## config.mk

```make
export PLATFORM = sky130hd
export DESIGN_NAME = sarc_ctrl
export DESIGN_NICKNAME = d
export VERILOG_FILES = /design/src/sarc_pkg.sv /design/src/sarc_tick_if.sv /design/src/sarc_presc.sv /design/src/sarc_ctrl.sv
export SDC_FILE = /design/constraint.sdc
export NUM_CORES = 1
export LEC_CHECK = 0
export ABC_AREA = 0
export BUFFER_PORTS_ARGS = -buffer_cell sky130_fd_sc_hd__buf_4
export CAP_MARGIN = 5
export CORE_MARGIN = 8
export CORE_UTILIZATION = 61
export DETAILED_ROUTE_END_ITERATION = 7
export PLACE_DENSITY = 0.9
export SKIP_CTS_REPAIR_TIMING = 1
export SLEW_MARGIN = 20
export SYNTH_ARGS = -nofsm -noshare
export SYNTH_HDL_FRONTEND = slang
export SYNTH_SLANG_ARGS = --single-unit
```

## constraint.sdc

```tcl
create_clock -name clk -period 5.51 [get_ports clk]
set_input_delay 0 -clock clk [delete_from_list [all_inputs] [get_ports clk]]
set_output_delay 0 -clock clk [all_outputs]
set_load 0.02 [all_outputs]
```

## src/sarc_pkg.sv

```systemverilog
// constants and types for the converter control block
package sarc_pkg;
  localparam int RES_W = 10;
  localparam logic [4:0] CONV_NORM_END = 5'h0C;
  localparam logic [4:0] CONV_FIRST_END = 5'h18;
  localparam logic [4:0] CONV_AUTO_END = 5'h0D;
  localparam logic [4:0] SAMP_NORM = 5'h01;
  localparam logic [4:0] SAMP_FIRST = 5'h0D;
  localparam logic [4:0] SAMP_AUTO = 5'h01;
  localparam logic [4:0] DIFF_EXTRA = 5'h01;
  localparam logic [2:0] TRIG_FREE = 3'h0;
  localparam logic [4:0] DIFF_LO = 5'h08;
  localparam logic [4:0] DIFF_HI = 5'h1D;
  localparam logic [9:0] DAC_MID = 10'h200;
  localparam logic [3:0] BIT_TOP = 4'h9;
  localparam logic [9:0] PRESC_BASE = 10'h004;
  localparam logic [9:0] PRESC_HALF = 10'h002;

  typedef enum logic [1:0] {ST_IDLE, ST_WAIT, ST_CONV} sarc_state_t;

  typedef struct packed {
    sarc_state_t st;
    logic [4:0] cyc;
    logic [4:0] end_cyc;
    logic end_fall;
    logic [4:0] samp_cyc;
    logic samp_fall;
    logic sampled;
    logic bits_on;
    logic [3:0] bit_idx;
    logic [9:0] sar;
    logic [9:0] dac;
    logic hold;
    logic [9:0] res;
    logic [7:0] hi;
    logic [7:0] lo;
    logic lock;
    logic flag;
    logic go;
    logic first;
    logic auto;
    logic [4:0] chan;
    logic [1:0] refs;
    logic trig_d;
    logic [2:0] tpipe;
    logic cmp_m;
    logic cmp_s;
  } sarc_st_t;

  typedef struct packed {
    logic [9:0] cnt;
    logic rise;
    logic fall;
    logic hrs;
  } sarc_presc_st_t;

  localparam sarc_st_t SARC_RST = '0;
  localparam sarc_presc_st_t PRESC_RST = '0;
endpackage

```

## src/sarc_tick_if.sv

```systemverilog
// converter clock ticks between control and prescaler
`timescale 1ns/1ps
`default_nettype none
interface sarc_tick_if;
  logic run;
  logic restart;
  logic [2:0] div_sel;
  logic rise;
  logic fall;
  logic hrs;
  modport presc (input run, input restart, input div_sel, output rise, output fall, output hrs);
  modport ctrl (output run, output restart, output div_sel, input rise, input fall, input hrs);
endinterface
`default_nettype wire

```

## src/sarc_presc.sv

```systemverilog
// converter clock prescaler with half-rate sync clock
`timescale 1ns/1ps
`default_nettype none
module sarc_presc (
  input wire logic clk,
  input wire logic rst_n,
  sarc_tick_if.presc tick
);
  sarc_pkg::sarc_presc_st_t s;
  sarc_pkg::sarc_presc_st_t n;
  logic [9:0] top;
  logic [9:0] mid;

  always_comb begin
    top = (sarc_pkg::PRESC_BASE << tick.div_sel) - 10'h001;
    mid = (sarc_pkg::PRESC_HALF << tick.div_sel) - 10'h001;
    n = s;
    n.rise = 1'b0;
    n.fall = 1'b0;
    if (!tick.run || tick.restart) begin
      n = sarc_pkg::PRESC_RST;
    end else begin
      n.cnt = s.cnt + 10'h001;
      if (s.cnt == top) begin
        n.cnt = 10'h000;
        n.rise = 1'b1;
        n.hrs = !s.hrs;
      end
      if (s.cnt == mid) begin
        n.fall = 1'b1;
      end
    end
  end

  always_ff @(posedge clk) begin
    if (!rst_n) begin
      s <= sarc_pkg::PRESC_RST;
    end else begin
      s <= n;
    end
  end

  assign tick.rise = s.rise;
  assign tick.fall = s.fall;
  assign tick.hrs = s.hrs;
endmodule
`default_nettype wire

```

## src/sarc_ctrl.sv

```systemverilog
// conversion control for the 10-bit successive-approximation converter
// Behaviour
// 10-bit code, zero is ground, full is ref-1lsb
// channel field picks input and differential gain
// selections take effect only while converter on
// result right-aligned, left-aligned on select
// low byte read locks results until high read
// done flag still set when result discarded
// go starts conversion, reads one while busy
// channel change waits for running conversion end
// trigger rising edge resets prescaler and starts
// held level or busy-time edges start nothing
// software clears trigger flags before next event
// done flag as trigger means free running
// prescaler counts while on, held reset otherwise
// go start waits for next converter clock rise
// normal 13 cycles, first after enable 25
// normal sample-and-hold at 1.5 cycles
// completion writes result, sets flag, clears go
// auto: sample at 2, total 13.5, +3 sync
// free running restarts at once, go stays high
// differential user start: 13 low, 14 high
// free-running differential repeats take 14 cycles
// software toggles enable between differential triggers
// selections frozen in conversion, live in last cycle
// prescaler divides by power of two from select
`timescale 1ns/1ps
`default_nettype none
module sarc_ctrl (
  input wire logic clk,
  input wire logic rst_n,
  input wire logic converter_on,
  input wire logic conversion_go_wr,
  input wire logic auto_trigger_on,
  input wire logic [2:0] trigger_source_select,
  input wire logic [7:0] trigger_in,
  input wire logic done_flag_clr,
  input wire logic left_align_select,
  input wire logic [2:0] clock_divider_select,
  input wire logic [1:0] reference_select,
  input wire logic [4:0] channel_gain_field,
  input wire logic low_byte_rd,
  input wire logic high_byte_rd,
  input wire logic cmp_in,
  output logic conversion_go,
  output logic conversion_done_flag,
  output logic [7:0] result_high_byte,
  output logic [7:0] result_low_byte,
  output logic [4:0] mux_channel,
  output logic [1:0] mux_reference,
  output logic [9:0] dac_code,
  output logic sample_hold
);
  sarc_tick_if tick ();
  sarc_pkg::sarc_st_t s;
  sarc_pkg::sarc_st_t n;
  logic trig_lvl;
  logic trig_edge;
  logic live;
  logic done;
  logic free;
  logic samp_now;
  logic [9:0] sar_t;

  sarc_presc u_presc (
    .clk(clk),
    .rst_n(rst_n),
    .tick(tick)
  );

  assign tick.run = converter_on;
  assign tick.restart = s.tpipe[2];
  assign tick.div_sel = clock_divider_select;

  // gain channels occupy the middle codes of the selection field
  function automatic logic is_diff(input logic [4:0] ch);
    is_diff = (ch >= sarc_pkg::DIFF_LO) && (ch <= sarc_pkg::DIFF_HI);
  endfunction

  function automatic sarc_pkg::sarc_st_t start_conv(
    input sarc_pkg::sarc_st_t c,
    input logic aut,
    input logic hrs
  );
    logic ext;
    start_conv = c;
    ext = is_diff(c.chan) && hrs && !aut;
    start_conv.st = sarc_pkg::ST_CONV;
    start_conv.cyc = 5'h00;
    start_conv.go = 1'b1;
    start_conv.auto = aut;
    start_conv.sampled = 1'b0;
    start_conv.bits_on = 1'b0;
    start_conv.end_fall = aut;
    start_conv.samp_fall = !aut;
    if (aut) begin
      start_conv.end_cyc = sarc_pkg::CONV_AUTO_END;
      start_conv.samp_cyc = sarc_pkg::SAMP_AUTO;
    end else if (c.first) begin
      start_conv.end_cyc = sarc_pkg::CONV_FIRST_END;
      start_conv.samp_cyc = sarc_pkg::SAMP_FIRST;
    end else begin
      start_conv.end_cyc = sarc_pkg::CONV_NORM_END;
      start_conv.samp_cyc = sarc_pkg::SAMP_NORM;
    end
    if (ext) begin
      start_conv.end_cyc = start_conv.end_cyc + sarc_pkg::DIFF_EXTRA;
      start_conv.samp_cyc = start_conv.samp_cyc + sarc_pkg::DIFF_EXTRA;
    end
  endfunction

  always_comb begin
    n = s;
    n.hold = 1'b0;
    done = 1'b0;
    samp_now = 1'b0;
    sar_t = s.sar;
    // comparator comes from the analog side, so two flops first
    n.cmp_m = cmp_in;
    n.cmp_s = s.cmp_m;
    free = auto_trigger_on && (trigger_source_select == sarc_pkg::TRIG_FREE);
    trig_lvl = trigger_in[trigger_source_select];
    n.trig_d = trig_lvl;
    // only a fresh edge counts; flags left high never retrigger
    trig_edge = trig_lvl && !s.trig_d && auto_trigger_on && !free;
    trig_edge = trig_edge && converter_on;
    trig_edge = trig_edge && s.st == sarc_pkg::ST_IDLE && s.tpipe == 3'h0;
    n.tpipe = {s.tpipe[1:0], trig_edge};
    if (!converter_on) begin
      n.first = 1'b1;
    end
    live = converter_on && (s.st != sarc_pkg::ST_CONV || s.cyc == s.end_cyc);
    if (live) begin
      n.chan = channel_gain_field;
      n.refs = reference_select;
    end
    if (low_byte_rd) begin
      n.lock = 1'b1;
    end
    if (high_byte_rd) begin
      n.lock = 1'b0;
    end
    if (done_flag_clr) begin
      n.flag = 1'b0;
    end
    if (conversion_go_wr && converter_on) begin
      n.go = 1'b1;
    end
    case (s.st)
      sarc_pkg::ST_IDLE: begin
        if (s.tpipe[2]) begin
          n = start_conv(n, 1'b1, tick.hrs);
        end else if (conversion_go_wr && converter_on) begin
          n.st = sarc_pkg::ST_WAIT;
        end
      end
      sarc_pkg::ST_WAIT: begin
        if (tick.rise) begin
          n = start_conv(n, 1'b0, tick.hrs);
        end
      end
      sarc_pkg::ST_CONV: begin
        if (tick.rise) begin
          n.cyc = s.cyc + 5'h01;
        end
        samp_now = (s.samp_fall ? tick.fall : tick.rise) && s.cyc == s.samp_cyc;
        if (samp_now && !s.sampled) begin
          n.hold = 1'b1;
          n.sampled = 1'b1;
          n.bits_on = 1'b1;
          n.bit_idx = sarc_pkg::BIT_TOP;
          n.sar = sarc_pkg::DAC_MID;
          n.dac = sarc_pkg::DAC_MID;
        end else if (tick.rise && s.bits_on && s.cyc != s.samp_cyc) begin
          // skip the rise right after a mid-cycle sample: sync lag would give a stale msb
          // trial bit stays when input is at or above the trial level
          if (!s.cmp_s) begin
            sar_t = sar_t & ~(10'h001 << s.bit_idx);
          end
          if (s.bit_idx != 4'h0) begin
            sar_t = sar_t | (10'h001 << (s.bit_idx - 4'h1));
            n.bit_idx = s.bit_idx - 4'h1;
          end else begin
            n.bits_on = 1'b0;
          end
          n.sar = sar_t;
          n.dac = sar_t;
        end
        done = (s.end_fall ? tick.fall : tick.rise) && s.cyc == s.end_cyc;
        if (done) begin
          n.flag = 1'b1;
          n.first = 1'b0;
          if (!s.lock) begin
            n.res = s.sar;
          end
          if (free) begin
            n = start_conv(n, 1'b0, tick.hrs);
          end else if (conversion_go_wr && converter_on) begin
            n.st = sarc_pkg::ST_WAIT;
          end else begin
            n.st = sarc_pkg::ST_IDLE;
            n.go = 1'b0;
          end
        end
      end
      default: begin
        n.st = sarc_pkg::ST_IDLE;
      end
    endcase
    if (left_align_select) begin
      n.hi = s.res[9:2];
      n.lo = {s.res[1:0], 6'h00};
    end else begin
      n.hi = {6'h00, s.res[9:8]};
      n.lo = s.res[7:0];
    end
    // switching off aborts any conversion in flight
    if (!converter_on) begin
      n.st = sarc_pkg::ST_IDLE;
      n.go = 1'b0;
      n.tpipe = 3'h0;
      n.bits_on = 1'b0;
    end
  end

  always_ff @(posedge clk) begin
    if (!rst_n) begin
      s <= sarc_pkg::SARC_RST;
    end else begin
      s <= n;
    end
  end

  assign conversion_go = s.go;
  assign conversion_done_flag = s.flag;
  assign result_high_byte = s.hi;
  assign result_low_byte = s.lo;
  assign mux_channel = s.chan;
  assign mux_reference = s.refs;
  assign dac_code = s.dac;
  assign sample_hold = s.hold;
endmodule
`default_nettype wire

```

# Yosys cells after proc, flatten, opt, wreduce, memory -nomap -nowiden
# Index checks and enable logic that the tools add are counted.
[word_totals]
register_bits = 102
input_bits = 31
out_inout_bits = 36
elab_cells = 159
[op_classes]
n_addsub = 9
n_lt_le_gt_ge = 3
n_eq_ne = 13
shift = 4
muxes = 55
bitwise = 6
reduce_logical = 38
[op_table]
columns = ["op", "count"]
rows = [
  ["case mux 88 bit (3 select lines)", 1],
  ["two-way mux 90 bit", 2],
  ["two-way mux 88 bit", 1],
  ["two-way mux 5 bit", 16],
  ["two-way mux 72 bit", 1],
  ["two-way mux 10 bit", 7],
  ["two-way mux 25 bit", 2],
  ["adder 5 x 1 -> 5 bit (second input constant)", 5],
  ["== test 10 bit", 2],
  ["<< shifter 1 x 4 -> 10 bit (first input constant)", 2],
  ["subtractor 10 x 1 -> 10 bit (second input constant)", 2],
  ["logical AND 1 bit", 16],
  ["two-way mux 1 bit", 16],
  ["two-way mux 14 bit", 1],
  ["adder 10 x 1 -> 10 bit (second input constant)", 1],
  ["AND 10 bit", 1],
  ["== test 5 bit", 2],
  ["NOT 10 bit", 1],
  ["OR 10 bit", 1],
  ["<< shifter 2 x 3 -> 10 bit (first input constant)", 1],
  ["<< shifter 3 x 3 -> 10 bit (first input constant)", 1],
  ["AND reduction 3 bit", 3],
  ["two-way mux 4 bit", 2],
  ["inequality test 2 bit (second input constant)", 4],
  ["25 further kinds", 37],
]

# Logic depth before layout (Yosys ltp)
# Gate-level depths: netlist of the first run.
[depth]
ltp_word = 14
depth_mapped = 12
depth_no_buf = 9

# By module
# From an unflattened synthesis of the first run, not the netlist that was laid out.
[unflattened]
cells_unflattened = 471
area_unflattened_um2 = 4360.4
[by_module_without_submodules]
columns = ["module", "n_inst", "cells_each", "area_per_inst_um2", "seq_area_each_um2"]
rows = [
  ["sarc_ctrl", 1, 373, 3513.4, 1501.4],
  ["sarc_presc", 1, 98, 847.1, 260.2],
]

# Worst setup path after synthesis of the first run
# No wires, ideal clock.
[synth_path]
path_kind = "input port to flip-flop"
from = "in clock_divider_select[2]"
to = "reg u_presc.s (netlist bit u_presc.tick.hrs)"
setup_ns = 0.070
arrival_ns = 2.182
setup_slack_ns = 3.258
path_stages = 10
cell_sequence = "buf_2 > or3_1 > ha_1 > clkbuf_1 > nand2b_1 > or3_1 > a21oi_1 > o22ai_1 > or3_1 > a21oi_1"
[synth_via]
elab_chain_len = 3
[synth_rtl]
columns = ["item", "line_no", "rtl"]
rows = [
  ["start: declaration", "sarc_ctrl.sv:39", "input wire logic [2:0] clock_divider_select,"],
  ["<< shifter 3 x 3 -> 10 bit", "sarc_presc.sv:15", "top = (sarc_pkg::PRESC_BASE << tick.div_sel) - 10'h001;"],
  ["subtractor 10 x 1 -> 10 bit", "sarc_presc.sv:15", ""],
  ["== test 10 bit", "sarc_presc.sv:24", "if (s.cnt == top) begin"],
  ["end signal: assignment", "sarc_presc.sv:37", "s <= sarc_pkg::PRESC_RST;"],
  ["end signal: assignment", "sarc_presc.sv:39", "s <= n;"],
  ["end: declaration", "sarc_presc.sv:9", "sarc_pkg::sarc_presc_st_t s;"],
]
# Every way passes these cells.
# A chain may end at the register's enable or synchronous reset.

# Final worst setup path of the first run
[layout_path]
from = "reg s[83] (netlist name)"
to = "reg s[41] (netlist name)"
[layout_via]
elab_chain_len = 3
[layout_rtl]
columns = ["item", "line_no", "rtl"]
rows = [
  ["start: declaration", "sarc_ctrl.sv:55", "sarc_pkg::sarc_st_t s;"],
  ["start signal: assignment", "sarc_ctrl.sv:228", "s <= sarc_pkg::SARC_RST;"],
  ["start signal: assignment", "sarc_ctrl.sv:230", "s <= n;"],
  ["== test 5 bit", "sarc_ctrl.sv:189", "done = (s.end_fall ? tick.fall : tick.rise) && s.cyc == s.end_cyc;"],
  ["logical AND 1 bit", "sarc_ctrl.sv:189", ""],
  ["AND reduction 4 bit (no source line)", "-", ""],
]
# Every way passes these cells.

==> impl_metrics.ini, run 1 <==
[outcome]
run_status = finished, violations left
violations = negative hold slack

[yosys]
ys_warn_count = 0
syn_inst = 504
synthArstFlopShare_pct = 0
yosysMostFrequentCell = dfxtp_1
syn_area_per_cell_um2 = 8.68
ys_types = 57
synth_commonest_cells = dfxtp_1, nor2_1, buf_4, nand2_1, mux2i_1
synth-seq-cells = 88
synth.largest_area_cell = dfxtp_1
synth_edf_count = 0
synth_top_area_share_pct = 40.3
synth-seq-area-share_pct = 40.3
synthTopCellsByArea = dfxtp_1, buf_4, mux2i_1
synth_ff_type = dfxtp_1
syn_nets = 544
netlist_area_um2 = 4370

[cts]
clockBufferDepth = 2
htreeDepth = 3
clk_latency_ns = 0.36
cts_root_buffer = clkbuf_8
cts_num_sinks = 88
cts_tree = done
cts_buffers = 9
clkTransAtPathRegs_ns = 0.10

[critical_path]
arrival_ns = 2.64
critPathRequiredTime_ns = 5.77
reg2reg_depth = 6
end_kind = register
reg2reg_from = s[83]
cp_top_family = simple AND/OR/NAND/NOR gates
r2r-end = s[41]
worstPathCellList = xor2_1 -> nor3_1 -> nand3_1 -> nor2_4 -> mux2i_1 -> nor2_1
cpMaxStageDelayCell = nor3_1
max_stage_delay_ns = 0.48
reg2reg_slack_ns = 3.13
startpoint = s[83]
crit_type = reg -> reg
path_buf_inv = 0
cp_max_fo = 10
start_kind = register

[routing]
wirelength_um = 10500
first_iter_violations = 289
ant_nets = 0
first_pass_iters = 5
vias = 3793
viasPerCell = 5.90
routedWlPerCell_um = 16.3
remaining_drc_errors = 0

[placed_design]
dp_hpwl_um = 7350
place_area_um2 = 4650
gp_congestion = 0.918
io_buffer_count = 66

[sta]
tns_ns = 0
max_freq_ghz = 0.420
slew_headroom_pct = 34.8
fin_worst_skew_ns = 0.0147
setup_viol = 0
hold_viol = 1
rsz0062_at_grt = no
holdWs_ns = -0.00864
fin_crit_sh_pct = 43.3
slew_violations = 0
fin_crit_ns = 2.38
worstMarginPinSlew_ns = 0.964

[layout]
layout.nets = 579
antenna_cells = 0
layout-drive-gt1-share_pct = 17.6
synthToLayoutAreaGrowth_pct = 14.6
fill_cells = 536
final_area_um2 = 5010
postLayoutCoreUtil_pct = 70.6

[run]
max_cap_viol_count = 0

[power_and_ir_drop]
vdd_drop_max_mv = 0.200
powerDensity_nw_per_um2 = 235
leakage_uw = 0.00204

[global_routing]
grt_pass1_vias = 3494
grt_pass1_wl_um = 16500
grt_max_degree = 36
track_usage_pct = 20.0
antenna_found_initial = 0
grt_overflow = 0

[floorplan]
die_w_um = 101
start_util_pct = 61.6
die_h_um = 101
die_area_um2 = 10100
core_area_um2 = 7100
io_pins = 67
rows = 31

[hold_path]
hold_path_end = s[5]
min_path_type = in -> reg
hold_start = trigger_source_select[2]
hold_depth = 3
-- per-stage QoR --
stage          worst slack, ns  hold WS (ns)  instances  power, uW
2_1_floorplan             3.26        0.0793        504        719
3_3_place_gp              3.19         0.165        610        747
3_5_place_dp              3.09         0.177        610        750
4_1_cts                   3.12        -0.207        626       1170
5_1_grt                   3.00       0.00390        643       1220
6_report                  3.13      -0.00864        643       1180
-- where the power goes --
| group | switching (uW) | total, uW | internal (uW) | leakage (uW) |
|---|---|---|---|---|
| clock network | 254 | 432 | 179 | 0.000101 |
| logic | 49.8 | 96.9 | 47.1 | 0.00122 |
| registers | 6.37 | 649 | 643 | 0.000712 |
-- final cells by class --
class	instances	area, um^2	area share, %
Clock buffer	9	124	2.47
Sequential cell	88	1760	35.2
Inverter	11	41.3	0.824
Multi-Input combinational cell	345	2220	44.2
Tap cell	99	124	2.47
Clock inverter	7	73.8	1.47
Timing Repair Buffer	84	671	13.4
-- registers in the layout (all words and copies together), names as in the netlist, 2 cells and up --
register / count
s: 49
u_presc.s: 10
result_high_byte: 8
result_low_byte: 8
mux_channel: 5
mux_reference: 2
-- logic make-up (layout without fill, tap and decap cells) --
| logic type | Yosys count | count (layout) | share of synthesized area, % |
|---|---|---|---|
| AO/OA/AOI/OAI | 97 | 97 | 15.1 |
| flip-flops | 88 | 88 | 40.3 |
| adder cells (fa/ha/maj) | 9 | 9 | 2.58 |
| buffers and inverters | 71 | 111 | 9.04 |
| AND/OR/NAND/NOR | 189 | 189 | 21.6 |
| multiplexers | 27 | 27 | 6.78 |
| XOR/XNOR | 23 | 23 | 4.61 |
-- per-layer routing --
layer / GRT usage, % / vias up / wire length [um]
li1: - / 1804 / -
met1: 22.8 / 1832 / 4250
met2: 35.0 / 140 / 5390
met3: 5.04 / 17 / 683
met4: 7.67 / 0 / 157
met5: 0 / - / 0
-- worst min-delay path: cells and delay by family --
family	cells	cell delay, ns
buffers and inverters	1	0.09
and+or+nand+nor	1	0.12
muxes	1	0.08
-- layout by cell type (no fill, tap or decap), types with 11 or more instances in the layout --
| cell | Yosys | layout |
|---|---|---|
| xor2_1 | 13 | 13 |
| o21ai_0 | 22 | 22 |
| inv_1 | 11 | 11 |
| nand3_1 | 22 | 22 |
| buf_4 | 33 | 68 |
| nor2_1 | 60 | 60 |
| dlygate4sd3_1 | 0 | 16 |
| dfxtp_1 | 88 | 88 |
| nand2_1 | 31 | 31 |
| and3_1 | 12 | 12 |
| mux2i_1 | 24 | 24 |
| a21oi_1 | 21 | 21 |
| o211ai_1 | 14 | 14 |
| nor3_1 | 11 | 11 |
-- worst max-delay path by stage --
stage,end,slack [ns],depth (start not counted)
global placement,u_presc.s[8],3.19,9
global route,s[41],3.00,6
floorplan,u_presc.tick.hrs,3.26,10
detailed placement,u_presc.s[6],3.09,9
CTS,s[68],3.12,6
finish,s[41],3.13,6
(Power assumes the default switching activity.)
==> run 2: changes to the inputs <==
--- a/config.mk
+++ b/config.mk
@@ -9,9 +9,9 @@
 export BUFFER_PORTS_ARGS = -buffer_cell sky130_fd_sc_hd__buf_4
 export CAP_MARGIN = 5
 export CORE_MARGIN = 8
-export CORE_UTILIZATION = 61
+export CORE_UTILIZATION = 57
 export DETAILED_ROUTE_END_ITERATION = 7
-export PLACE_DENSITY = 0.9
+export PLACE_DENSITY = 0.85
 export SKIP_CTS_REPAIR_TIMING = 1
 export SLEW_MARGIN = 20
 export SYNTH_ARGS = -nofsm -noshare
==> constraint.sdc (replaced) <==
create_clock -name clk -period 2.4 [get_ports clk]
set_input_delay 0 -clock clk [delete_from_list [all_inputs] [get_ports clk]]
set_output_delay 0 -clock clk [all_outputs]
set_load 0.02 [all_outputs]
==> run 2 against run 1 <==
The run now ends clean. Combinational power grew 140%. Clock power grew to 2.6 times the previous value. Flip-flop and latch count is the same. Critical path depth is the same. Largest power group unchanged.
==> impl_metrics.ini, run 2 (synthesis results as in run 1) <==
[sta]
max_freq_ghz = 0.462
tns_ns = 0
fin_crit_ns = 2.17
rsz0062_at_grt = no
worstMarginPinSlew_ns = 0.598
hold_viol = 0
setup_viol = 0
slew_violations = 0
slew_headroom_pct = 60.0
fin_crit_sh_pct = 90.2
final.setup.worst_slack_ns = 0.234
fin_worst_skew_ns = 0.00736

[critical_path]
arrival_ns = 2.45
critPathRequiredTime_ns = 2.68
worstPathCellList = xor2_1 -> nor3_1 -> nand3_1 -> o21a_1 -> and4b_1 -> o2bb2ai_1
end_kind = register
path_buf_inv = 0
cp_max_fo = 6
start_kind = register
cpMaxStageDelayCell = dfxtp_1
crit_type = reg -> reg
cp_top_family = simple AND/OR/NAND/NOR gates
max_stage_delay_ns = 0.45

[routing]
routedWlPerCell_um = 15.8
remaining_drc_errors = 0
viasPerCell = 5.74
wirelength_um = 10400
ant_nets = 0
first_pass_iters = 4
first_iter_violations = 249
vias = 3770

[power_and_ir_drop]
vdd_drop_max_mv = 0.325
powerDensity_nw_per_um2 = 553
power_uw = 2840
leakage_uw = 0.00210

[global_routing]
grt_overflow = 0
gr-usage-met2_pct = 30.7
grt_max_degree = 23
met1_usage_pct = 22.6
track_usage_pct = 18.6
grt_pass1_vias = 3561
grtUsageMet3_pct = 4.34
top_usage_layer = met2
antenna_found_initial = 0
grt_pass1_wl_um = 17000

[floorplan]
start_util_pct = 57.8
rows = 32
core_area_um2 = 7570
die_h_um = 104
die_w_um = 104
die_area_um2 = 10700
io_pins = 67

[cts]
cts_tree = done
cts_buffers = 9
htreeDepth = 3
cts_root_buffer = clkbuf_8
cts_num_sinks = 88
clkTransAtPathRegs_ns = 0.09
clk_latency_ns = 0.36
clockBufferDepth = 2

[hold_path]
min_path_type = in -> reg

[run]
max_cap_viol_count = 0

[layout]
layout_commonest_cell = dfxtp_1
synthToLayoutAreaGrowth_pct = 17.2
regArea_um2 = 1760
largest_reg_flops = 49
multi_input_area_um2 = 2220
fill_cells = 590
layout.nets = 590
regMostFlops = s
final_cell_mix = dfxtp_1, buf_4, nor2_1, nand2_1, mux2i_1
antenna_cells = 0
layout-drive-gt1-share_pct = 18.6
top_regs = s (49), u_presc.s (10)
instances_no_fill = 657

[placed_design]
dp_hpwl_um = 7230
io_buffer_count = 66
dp.cells = 622
gp_congestion = 0.926
dp_slack_ns = 0.137

[outcome]
run_status = finished, final reports clean
==> run 2: worst paths after layout <==
kind | startpoint | end | slack, ns | cells after the start
max | s[85] | s[73] | 0.23 | 6
min | trigger_source_select[1] | s[5] | 0.11 | 4
max reg2reg | s[85] | s[73] | 0.23 | 6
min reg2reg | s[1] | s[0] | 0.44 | 1
==> run 2: stage by stage <==
stage / cell area (um^2) / hold slack (ns) / util (%)
after floorplan: 4370 / 0.0793 / -
after global placement: 4720 / 0.166 / 62.3
after detailed placement: 4720 / 0.171 / 62.3
after CTS: 4930 / -0.222 / 65.2
after global routing: 5120 / 0.138 / 67.7
final: 5120 / 0.109 / 67.7
==> run 2: worst reg2reg max path, delay by kind of cell (launching register included) <==
| family | cells | cell delay (ns) |
|---|---|---|
| and+or+nand+nor | 3 | 1.05 |
| AOI/OAI and AO/OA | 2 | 0.47 |
| DFF | 1 | 0.45 |
| xor gates and xnor gates | 1 | 0.13 |
==> run 2: layout make-up <==
cell class,instances,share of cell area [%]
tap,102,2.49
timing repair buffer,95,14.8
sequential,88,34.4
inverter,11,0.806
multi-input combinational,345,43.2
clock inverter,6,1.76
clock buffer,10,2.49
==> run 2: per-layer routing <==
| layer | vias up | part of all wire, % |
|---|---|---|
| li1 | 1821 | - |
| met1 | 1777 | 42 |
| met2 | 149 | 49 |
| met3 | 23 | 6.5 |
| met4 | 0 | 2.3 |
| met5 | - | 0 |
==> run 2: report_power, final <==
part,switching (uW),internal [uW],leakage (uW),total (uW)
clock,521,592,0.000107,1110
combinational,118,115,0.00128,234
sequential,13.8,1480,0.000712,1490
